File: src/hdl/bdma_defs.svh
// Purpose: constants for the banked data memory addressing block
// Assumes: included by its bare name from package and modules
// Notes: offsets, field positions, reset values of the register file
// Contract
// [RULE1] Current bank comes from the top three bank pointer bits.
// [RULE2] Bank instruction changes only the three bank bits; full write replaces all.
// [RULE3] Reset leaves the bank pointer selecting bank 0.
// [RULE4] Each access carries a 5-bit select field, 32 locations per bank.
// [RULE5] Selects 00h-0Fh reach the same sixteen global registers in every bank.
// [RULE6] First eight globals are dedicated registers, the next eight general purpose.
// [RULE7] Selects 10h-1Fh reach per-bank registers at bank times 20h plus select.
// [RULE8] 136 general-purpose registers: 24 in bank 0, 16 in banks 1-7.
// [RULE9] Without port C its location serves as one more general register.
// [RULE10] Select 00h accesses indirectly, the bank pointer being the full address.
// [RULE11] Bank pointer is itself the global register at location 04h.
// [RULE12] Selects 01h-0Fh reach the global register directly, ignoring the pointer.
// [RULE13] Selects 10h-1Fh take bank from pointer top bits, register from field.
// [RULE14] Every data-memory register is eight bits wide.
// [RULE15] Larger variant uses sixteen banks of sixteen bytes, globals separate.
// [RULE16] Indirect pointer with bit 4 clear reaches global given by low bits.
`ifndef BDMA_DEFS_SVH
`define BDMA_DEFS_SVH

// ****************************************
// Register offsets within the global bank
// ****************************************
`define BDMA_OFS_INDIRECT 8'h00
`define BDMA_OFS_RTC 8'h01
`define BDMA_OFS_PC_LOW 8'h02
`define BDMA_OFS_STATUS 8'h03
`define BDMA_OFS_BANK_PTR 8'h04
`define BDMA_OFS_PORT_A 8'h05
`define BDMA_OFS_PORT_B 8'h06
`define BDMA_OFS_PORT_C 8'h07

// ****************************************
// Field positions and sizes
// ****************************************
`define BDMA_FR_W 5
`define BDMA_FR_UPPER_BIT 4
`define BDMA_DATA_W 8
`define BDMA_IDX_W 9
`define BDMA_GLOBAL_COUNT 16
`define BDMA_DEDICATED_COUNT 8
`define BDMA_BANK8_LSB 5
`define BDMA_BANK16_LSB 4
`define BDMA_BANK_SEL_LSB8 5
`define BDMA_BANK_SEL_LSB16 4

// ****************************************
// Reset values
// ****************************************
`define BDMA_BP_RESET 8'h00
`define BDMA_DATA_RESET 8'h00

`endif

File: src/hdl/bdma_pkg_dummy_note.sv
`include "bdma_defs.svh"

File: src/hdl/bdma_pkg.sv
// Purpose: shared types of the banked data memory addressing block
// Assumes: bdma_defs.svh on the include path
// Notes: types only, every number but the mode codes lives in the header
`include "bdma_defs.svh"

package bdma_pkg;

  // ****************************************
  // Addressing modes
  // ****************************************
  typedef enum logic [1:0] {
    BDMA_MODE_INDIRECT = 2'b00,
    BDMA_MODE_GLOBAL = 2'b01,
    BDMA_MODE_BANKED = 2'b10
  } bdma_mode_type;

  // Request from the instruction execution logic
  typedef struct packed {
    logic rd;
    logic wr;
    logic [`BDMA_FR_W-1:0] fr;
    logic [`BDMA_DATA_W-1:0] wdata;
  } bdma_access_type;

  // Resolved target of one access
  typedef struct packed {
    bdma_mode_type mode;
    logic global_hit;
    logic is_bp;
    logic is_null;
    logic [`BDMA_DATA_W-1:0] addr;
    logic [`BDMA_IDX_W-1:0] idx;
  } bdma_target_type;

endpackage

File: src/hdl/bdma_store.sv
// Purpose: flip-flop storage for the global and banked registers
// Assumes: one write port, one combinational read port
// Notes: every entry is one byte, cleared by reset
`timescale 1ns/100ps
`include "bdma_defs.svh"

module bdma_store #(
  parameter int DEPTH = 144
) (
  // Clock and reset
  input wire logic core_clk,
  input wire logic srst,
  // Write port
  input wire logic wr_en,
  input wire logic [`BDMA_IDX_W-1:0] wr_idx,
  input wire logic [`BDMA_DATA_W-1:0] wr_data,
  // Read port
  input wire logic [`BDMA_IDX_W-1:0] rd_idx,
  output logic [`BDMA_DATA_W-1:0] rd_data
);

  typedef struct packed {
    logic [DEPTH-1:0][`BDMA_DATA_W-1:0] mem;
  } bdma_store_state_type;

  bdma_store_state_type st_r;
  bdma_store_state_type st_nxt;

  // ****************************************
  // Storage update
  // ****************************************
  // Out-of-range index is dropped rather than aliased
  always_comb begin
    st_nxt = st_r;
    if (wr_en && (int'(wr_idx) < DEPTH)) begin
      st_nxt.mem[wr_idx] = wr_data; // [RULE14]
    end
  end

  // Register the copy
  always_ff @(posedge core_clk) begin
    if (srst) begin
      st_r <= '0;
    end else begin
      st_r <= st_nxt;
    end
  end

  // Read path, zero beyond the array
  assign rd_data = (int'(rd_idx) < DEPTH) ? st_r.mem[rd_idx] : `BDMA_DATA_RESET;

endmodule

File: src/hdl/bdma_top.sv
// Purpose: resolve the register select field into a data-memory location
// Assumes: requests come from core logic on core_clk, no synchroniser needed
// Notes: read data appears one cycle after the request
`timescale 1ns/100ps
`include "bdma_defs.svh"

module bdma_top #(
  parameter bit BANKS16 = 1'b0,
  parameter bit HAS_PORT_C = 1'b1
) (
  // Clock and reset
  input wire logic core_clk,
  input wire logic srst,
  // Access request from the instruction execution logic
  input wire bdma_pkg::bdma_access_type access,
  // Bank instruction
  input wire logic bank_sel_en,
  input wire logic [2:0] bank_sel_value,
  // Read answer
  output logic rd_valid,
  output logic [`BDMA_DATA_W-1:0] rd_data,
  // Resolved location of the last access
  output logic acc_valid,
  output logic [`BDMA_DATA_W-1:0] acc_addr,
  output logic acc_global,
  output logic acc_dedicated,
  output bdma_pkg::bdma_mode_type acc_mode,
  // Bank pointer view
  output logic [`BDMA_DATA_W-1:0] bank_pointer,
  output logic [3:0] current_bank
);

  // ****************************************
  // Sizes
  // ****************************************
  localparam int NBANKS = BANKS16 ? 16 : 8;
  localparam int BANK_BYTES = 16;
  localparam int DEPTH = `BDMA_GLOBAL_COUNT + NBANKS * BANK_BYTES;
  localparam int BANK_LSB = BANKS16 ? `BDMA_BANK16_LSB : `BDMA_BANK8_LSB;
  localparam int SEL_LSB = BANKS16 ? `BDMA_BANK_SEL_LSB16 : `BDMA_BANK_SEL_LSB8;
  localparam logic [`BDMA_IDX_W-1:0] GLOBAL_BASE = `BDMA_IDX_W'(`BDMA_GLOBAL_COUNT);

  // ****************************************
  // State
  // ****************************************
  typedef struct packed {
    logic [`BDMA_DATA_W-1:0] bp;
    logic rd_valid;
    logic [`BDMA_DATA_W-1:0] rd_data;
    logic acc_valid;
    logic [`BDMA_DATA_W-1:0] acc_addr;
    logic acc_global;
    logic acc_dedicated;
    bdma_pkg::bdma_mode_type acc_mode;
  } bdma_top_state_type;

  bdma_top_state_type st_r;
  bdma_top_state_type st_nxt;

  bdma_pkg::bdma_target_type tgt;
  logic [`BDMA_DATA_W-1:0] store_rdata;
  logic store_wr;
  logic [`BDMA_DATA_W-1:0] bp_full;
  logic [2:0] bank_bits;

  // ****************************************
  // Resolution function
  // ****************************************
  // Global entry helper
  function automatic bdma_pkg::bdma_target_type mk_global(
    input logic [3:0] loc,
    input bdma_pkg::bdma_mode_type mode
  );
    bdma_pkg::bdma_target_type t;
    t = '0;
    t.mode = mode;
    t.global_hit = 1'b1;
    t.addr = {4'h0, loc};
    t.idx = {5'h00, loc};
    t.is_bp = ({4'h0, loc} == `BDMA_OFS_BANK_PTR); // [RULE11]
    t.is_null = ({4'h0, loc} == `BDMA_OFS_INDIRECT);
    return t;
  endfunction

  // Banked entry helper, bank and byte within the stored upper half
  function automatic bdma_pkg::bdma_target_type mk_banked(
    input logic [3:0] bank,
    input logic [3:0] loc,
    input logic [`BDMA_DATA_W-1:0] addr,
    input bdma_pkg::bdma_mode_type mode
  );
    bdma_pkg::bdma_target_type t;
    t = '0;
    t.mode = mode;
    t.addr = addr;
    t.idx = GLOBAL_BASE + {1'b0, bank, loc};
    return t;
  endfunction

  // Map select field and pointer onto a storage entry
  function automatic bdma_pkg::bdma_target_type resolve(
    input logic [`BDMA_FR_W-1:0] fr,
    input logic [`BDMA_DATA_W-1:0] bp
  );
    bdma_pkg::bdma_target_type t;
    logic [3:0] bank8;
    logic [3:0] bank16;
    bank8 = {1'b0, bp[7:5]};
    bank16 = bp[7:4];
    t = '0;
    if (fr == 5'h00) begin
      // Indirect: the whole pointer is the address, only its low four bits with eight banks and bit 4 clear
      if (BANKS16) begin
        if (bank16 == 4'h0) begin
          t = mk_global(bp[3:0], bdma_pkg::BDMA_MODE_INDIRECT); // [RULE15]
        end else begin
          t = mk_banked(bank16, bp[3:0], bp, bdma_pkg::BDMA_MODE_INDIRECT); // [RULE15]
        end
      end else if (!bp[`BDMA_FR_UPPER_BIT]) begin
        t = mk_global(bp[3:0], bdma_pkg::BDMA_MODE_INDIRECT); // [RULE16]
      end else begin
        t = mk_banked(bank8, bp[3:0], bp, bdma_pkg::BDMA_MODE_INDIRECT); // [RULE10]
      end
    end else if (!fr[`BDMA_FR_UPPER_BIT]) begin
      // Direct global, pointer ignored
      t = mk_global(fr[3:0], bdma_pkg::BDMA_MODE_GLOBAL); // [RULE12] [RULE5]
    end else if (BANKS16) begin
      // Four pointer bits pick one of sixteen banks
      t = mk_banked(bank16, fr[3:0], {bank16, fr[3:0]},
        bdma_pkg::BDMA_MODE_BANKED); // [RULE15]
    end else begin
      // Bank times 20h plus the select value
      t = mk_banked(bank8, fr[3:0], {bp[7:5], fr},
        bdma_pkg::BDMA_MODE_BANKED); // [RULE7] [RULE13]
    end
    return t;
  endfunction

  // ****************************************
  // Decode of the current request
  // ****************************************
  // The full field is decoded, all 32 values reach a location
  always_comb begin
    tgt = resolve(access.fr, st_r.bp); // [RULE4]
  end

  // Indirect port pointing at itself holds no storage
  assign store_wr = access.wr && !tgt.is_bp && !tgt.is_null;

  // Full write replaces every pointer bit
  assign bp_full = (access.wr && tgt.is_bp) ? access.wdata : st_r.bp; // [RULE2]

  // Bank instruction bits, applied after a full write in the same cycle
  assign bank_bits = bank_sel_en ? bank_sel_value : bp_full[SEL_LSB +: 3];

  // ****************************************
  // Next state
  // ****************************************
  // Bank instruction touches only three bits, so it cannot reach bit 7 of the
  // larger variant; software must write the full pointer for that
  always_comb begin
    st_nxt = st_r;
    st_nxt.bp = bp_full;
    st_nxt.bp[SEL_LSB +: 3] = bank_bits; // [RULE2]
    st_nxt.rd_valid = access.rd;
    st_nxt.acc_valid = access.rd || access.wr;
    if (access.rd) begin
      // Read returns the value before any write of the same cycle
      if (tgt.is_bp) begin
        st_nxt.rd_data = st_r.bp; // [RULE11]
      end else if (tgt.is_null) begin
        st_nxt.rd_data = `BDMA_DATA_RESET;
      end else begin
        st_nxt.rd_data = store_rdata; // [RULE14]
      end
    end
    if (access.rd || access.wr) begin
      st_nxt.acc_addr = tgt.addr;
      st_nxt.acc_global = tgt.global_hit;
      st_nxt.acc_mode = tgt.mode;
      // Without port C its slot counts as general purpose
      st_nxt.acc_dedicated = tgt.global_hit &&
        (tgt.addr < `BDMA_DATA_W'(`BDMA_DEDICATED_COUNT)) &&
        (HAS_PORT_C || (tgt.addr != `BDMA_OFS_PORT_C)); // [RULE6] [RULE9]
    end
  end

  // ****************************************
  // State register
  // ****************************************
  always_ff @(posedge core_clk) begin
    if (srst) begin
      st_r.bp <= `BDMA_BP_RESET; // [RULE3]
      st_r.rd_valid <= 1'b0;
      st_r.rd_data <= `BDMA_DATA_RESET;
      st_r.acc_valid <= 1'b0;
      st_r.acc_addr <= `BDMA_DATA_RESET;
      st_r.acc_global <= 1'b0;
      st_r.acc_dedicated <= 1'b0;
      st_r.acc_mode <= bdma_pkg::BDMA_MODE_INDIRECT;
    end else begin
      st_r <= st_nxt;
    end
  end

  // ****************************************
  // Storage: sixteen globals plus the banked bytes
  // ****************************************
  // 8-bank variant: 16 + 128 entries, bank 0 upper half included
  bdma_store #(
    .DEPTH(DEPTH)
  ) u_store (
    .core_clk(core_clk),
    .srst(srst),
    .wr_en(store_wr), // [RULE8]
    .wr_idx(tgt.idx),
    .wr_data(access.wdata),
    .rd_idx(tgt.idx),
    .rd_data(store_rdata)
  );

  // ****************************************
  // Outputs
  // ****************************************
  assign rd_valid = st_r.rd_valid;
  assign rd_data = st_r.rd_data;
  assign acc_valid = st_r.acc_valid;
  assign acc_addr = st_r.acc_addr;
  assign acc_global = st_r.acc_global;
  assign acc_dedicated = st_r.acc_dedicated;
  assign acc_mode = st_r.acc_mode;
  assign bank_pointer = st_r.bp;
  // Top pointer bits name the current bank
  assign current_bank = BANKS16 ? st_r.bp[7:4] : {1'b0, st_r.bp[7:5]}; // [RULE1]

endmodule

File: config.mk
export PLATFORM = sky130hd
export DESIGN_NAME = bdma_top
export DESIGN_NICKNAME = d
export VERILOG_FILES = /design/src/hdl/bdma_pkg_dummy_note.sv /design/src/hdl/bdma_pkg.sv /design/src/hdl/bdma_store.sv /design/src/hdl/bdma_top.sv
export VERILOG_INCLUDE_DIRS = /design/src /design/src/hdl
export SDC_FILE = /design/constraint.sdc
export NUM_CORES = 2
export LEC_CHECK = 0
export ABC_CLOCK_PERIOD_IN_PS = 5100
export BUFFER_PORTS_ARGS = -buffer_cell sky130_fd_sc_hd__buf_2
export CORE_MARGIN = 2
export CORE_UTILIZATION = 25
export CTS_BUF_LIST = sky130_fd_sc_hd__clkbuf_16
export DETAILED_ROUTE_END_ITERATION = 12
export PLACE_DENSITY_LB_ADDON = 0.05
export SLEW_MARGIN = 10
export SYNTH_ARGS = -nofsm -noshare
export SYNTH_HDL_FRONTEND = slang
export SYNTH_SLANG_ARGS = --single-unit
File: constraint.sdc
create_clock -name core_clk -period 5.1 [get_ports core_clk]
set_input_delay 1.02 -clock core_clk [delete_from_list [all_inputs] [get_ports core_clk]]
set_output_delay 1.02 -clock core_clk [all_outputs]
set_load 0.05 [all_outputs]
==> results by group <==
Critical path
  – CP Data Arrival Time: approximately 5000 ps
  – Worst path slowest cell: nor4_2
  – Startpoint types: input port
  – Crit Path Max Fanout: 17
  – Critical Path Max Stage Delay: 720 ps
  – Worst reg2reg path depth: 10
  – CP required: 5820 ps
  – R2R setup slack: 730 ps
  – RR Startpoint: bank_pointer[3]
  – Crit path capture type: flop
  – Critical R2R Capture: rd_data[4]
  – Worst-path cell chain: buf_2, nor2_1, a31oi_4, nor2_4, buf_12, a32oi_1, a31oi_1, nor4_2, o211ai_1, or3_1, a311oi_1
  – Crit Path Class: in2reg

Logic synthesis
  – Post-synth ARST share: 0%
  – Post-Synthesis Cells: ~7000
  – Seq cells post-synth: between 1000 and 1500
  – Syn nets: between 6000 and 7000
  – Largest area contributor in the netlist: dfxtp_1
  – Synth area leaders: dfxtp_1 (46%), nand2_1 (19%), a21oi_1 (10%), mux2i_1 (7.2%), nand3_1 (3.6%)
  – Cell variety after synth: 64
  – Syn avg cell area: 7.44 µm²
  – Post-synthesis cell area: around 52000 µm²
  – Sequential element share of the synthesized area: 45.6%
  – Main synth FF type: dfxtp_1
  – Synthesis Warnings: 0
  – Area share of the largest cell type after synthesis: 45.6%
  – Number of flops mapped to enable cells by yosys: 0

Detailed routing
  – 1st-pass router iterations: 6
  – Post-Route WL: 274000 µm
  – Via Count: 50500
  – DR vias/cell: approximately 5
  – DRC viols: 0
  – Iter 0 DRT Violations: 4577
  – WL per Instance: approximately 28 µm
  – Post-route ant nets: 0

Clocking
  – TritonCTS clock tree: built
  – Worst-skew pair later-pin latency: 820 ps
  – Max clock buf depth: 3
  – Clk sinks: 1182
  – Clock transition at the registers of the reported paths: around 60 ps
  – Post_cts resized: 0
  – Clk root buf: clkbuf_16
  – Post-CTS setup buffers: 0
  – # hold bufs at CTS: 0
  – Total CTS buffers: 154
  – H-tree depth: 4

Power
  – P_int: 15.5 mW
  – Sw Share: 28.0%
  – Comb pwr share: 8.4%
  – Clock Power Share: 48.3%
  – Leak: 19.4 nW
  – Sw power: 6.01 mW
  – VDD IR-drop max: 0.000372 V
  – Share of power burned in registers: a little over two fifths
  – Tot Pwr: 21.5 mW
  – Power Density: 349 nW/µm²

Layout
  – Area Overhead vs Synth: 18.8%
  – Area of the multi-input gates: 26300 µm²
  – FILL cells: 22200
  – Layout Nets: slightly above 7000
  – Share of cells above drive strength 1: 9.72%
  – Post-Route Utilization: 29.8%
  – Area taken by flip-flops and latches: 23700 µm²

Floorplanning
  – Die height: 460 µm
  – Core area: 207000 µm²
  – FP Rows: around 170
  – Die Area: 211000 µm²
  – Starting Density: 25.1%
  – Top-level port count: 55
  – Die Span X: approximately 460 µm

STA
  – Tcrit/Tclk final: between 80% and 90%
  – Setup TNS Final: 0 ps
  – Final hold vios: 0
  – Final worst path period need: 4390 ps
  – RSZ-0062 raised after global routing: no
  – F_max: 228 MHz
  – Max Transition Viols Final: 0
  – Setup Skew: 24.1 ps
  – Final number of setup-violating endpoints: 0
  – Tightest Pin Transition: 1360 ps
  – Slew headroom: 7.99%

Status
  – Status: complete, no violations

Hold path
  – WHS Endpoint: bank_pointer[7]
  – Worst hold path type: in2reg
  – Hold path start: bank_sel_value[2]
  – Hold Path Depth: 3

Place
  – Port bufs: 53
  – GP Congestion: 0.901
  – Hpwl dp: about 180000 µm

GRT
  – Largest net degree at the start of global routing: 202
  – Vias in the first global route: between 40000 and 50000
  – Initial antenna violation count: 7
  – All-layer global routing usage: 25.3%
  – Grt ovf: 0
  – First-pass GRT wire length: 386000 µm

Run
  – Max_cap viols: 0
layout by cell type (no fill, tap or decap), drive strengths merged, types with 58 or more instances in the layout:
| master | Yosys | final |
|---|---|---|
| mux2i | 371 | 371 |
| clkbuf | 335 | 156 |
| a32oi | 131 | 131 |
| nand2 | 2644 | 2644 |
| dfxtp | 1182 | 1182 |
| buf | 185 | 414 |
| nor2 | 375 | 375 |
| a21oi | 1036 | 1036 |
| nand3 | 369 | 369 |
| inv | 6 | 58 |
cells in the mapped netlist (all sizes together), types with 2 or more instances:
cell     number
nand2      2644
dfxtp      1182
a21oi      1036
nor2        375
mux2i       371
nand3       369
clkbuf      335
buf         185
a32oi       131
a31oi        52
nand4        41
and3         35
o21ai        22
mux4         18
nor4         17
nor3         16
a22oi        13
a211oi       12
a221oi       12
a311oi       12
o22ai        12
o2111ai       9
a32o          8
o211ai        7
inv           6
a2111oi       5
o32ai         5
a21o          4
nor2b         4
a41oi         3
and2          3
nand2b        3
o31ai         3
or3           3
or4           3
a211o         2
a22o          2
and4          2
nor4b         2
o311ai        2
critical path: cells and delay by family:
kind | cells | cell delay, ps
buf+inv | 2 | 550
simple gates | 4 | 1680
compound gates | 5 | 1770
layout make-up:
class	count	area share (%)
multi-input cells	5268	42.6
flip-flops and latches	1182	38.4
clock buffers	156	6.33
repair buffers	414	5.90
well taps	2704	5.49
clock inverters	113	1.21
inverters	6	0.0365
diodes	1	0.00406
power by group through the flow:
stage                     clock (mW)  combinational, mW  sequential, mW
after floorplan                    0              0.784            9.53
after global placement             0               1.80            9.50
after detailed placement           0               1.79            9.51
after CTS                       10.6               1.80            9.30
after global routing            11.0               1.85            9.30
final                           10.4               1.80            9.30
state kept, by name (all words and copies together) (netlist names):
name           flops
acc_addr           8
acc_dedicated      1
acc_global         1
acc_mode           2
acc_valid          1
bank_pointer       8
rd_data            8
rd_valid           1
u_store.st_r    1152
logic make-up after synthesis:
family / share of synthesized area (%)
DFF: 45.6
AOI/OAI and AO/OA: 15.0
adders and majority gates: 0.0241
and+or+nand+nor: 27.2
other: 0.00723
buffers and inverters: 4.29
muxes: 7.94
metrics by stage:
stage,hold WS [ps],std cells,setup WS [ps],instance area [µm²]
2_1_floorplan,432,6976,1670,51900
3_3_place_gp,438,9574,105,57000
3_5_place_dp,446,9574,66.4,57000
4_1_cts,387,9843,907,61600
5_1_grt,438,9844,723,61600
6_report,439,9844,709,61600
worst max-delay path by stage:
stage                     slack, ps  cells after the start             from          to
after floorplan                1670                     12       access[12]  rd_data[1]
after global placement          110                     11       access[10]  rd_data[4]
after detailed placement         70                     11       access[10]  rd_data[4]
after CTS                       910                     10  bank_pointer[3]  rd_data[4]
after global routing            720                     10  bank_pointer[3]  rd_data[4]
final                           710                     11       access[10]  rd_data[4]
per-layer routing:
metal	vias up	share of wire, %	track usage [%]
li1	23700	-	-
met1	25100	46	35.0
met2	1407	46	40.5
met3	363	4.3	3.07
met4	0	3.6	8.71
met5	-	0	0
Power figures use the tool's default switching activity.
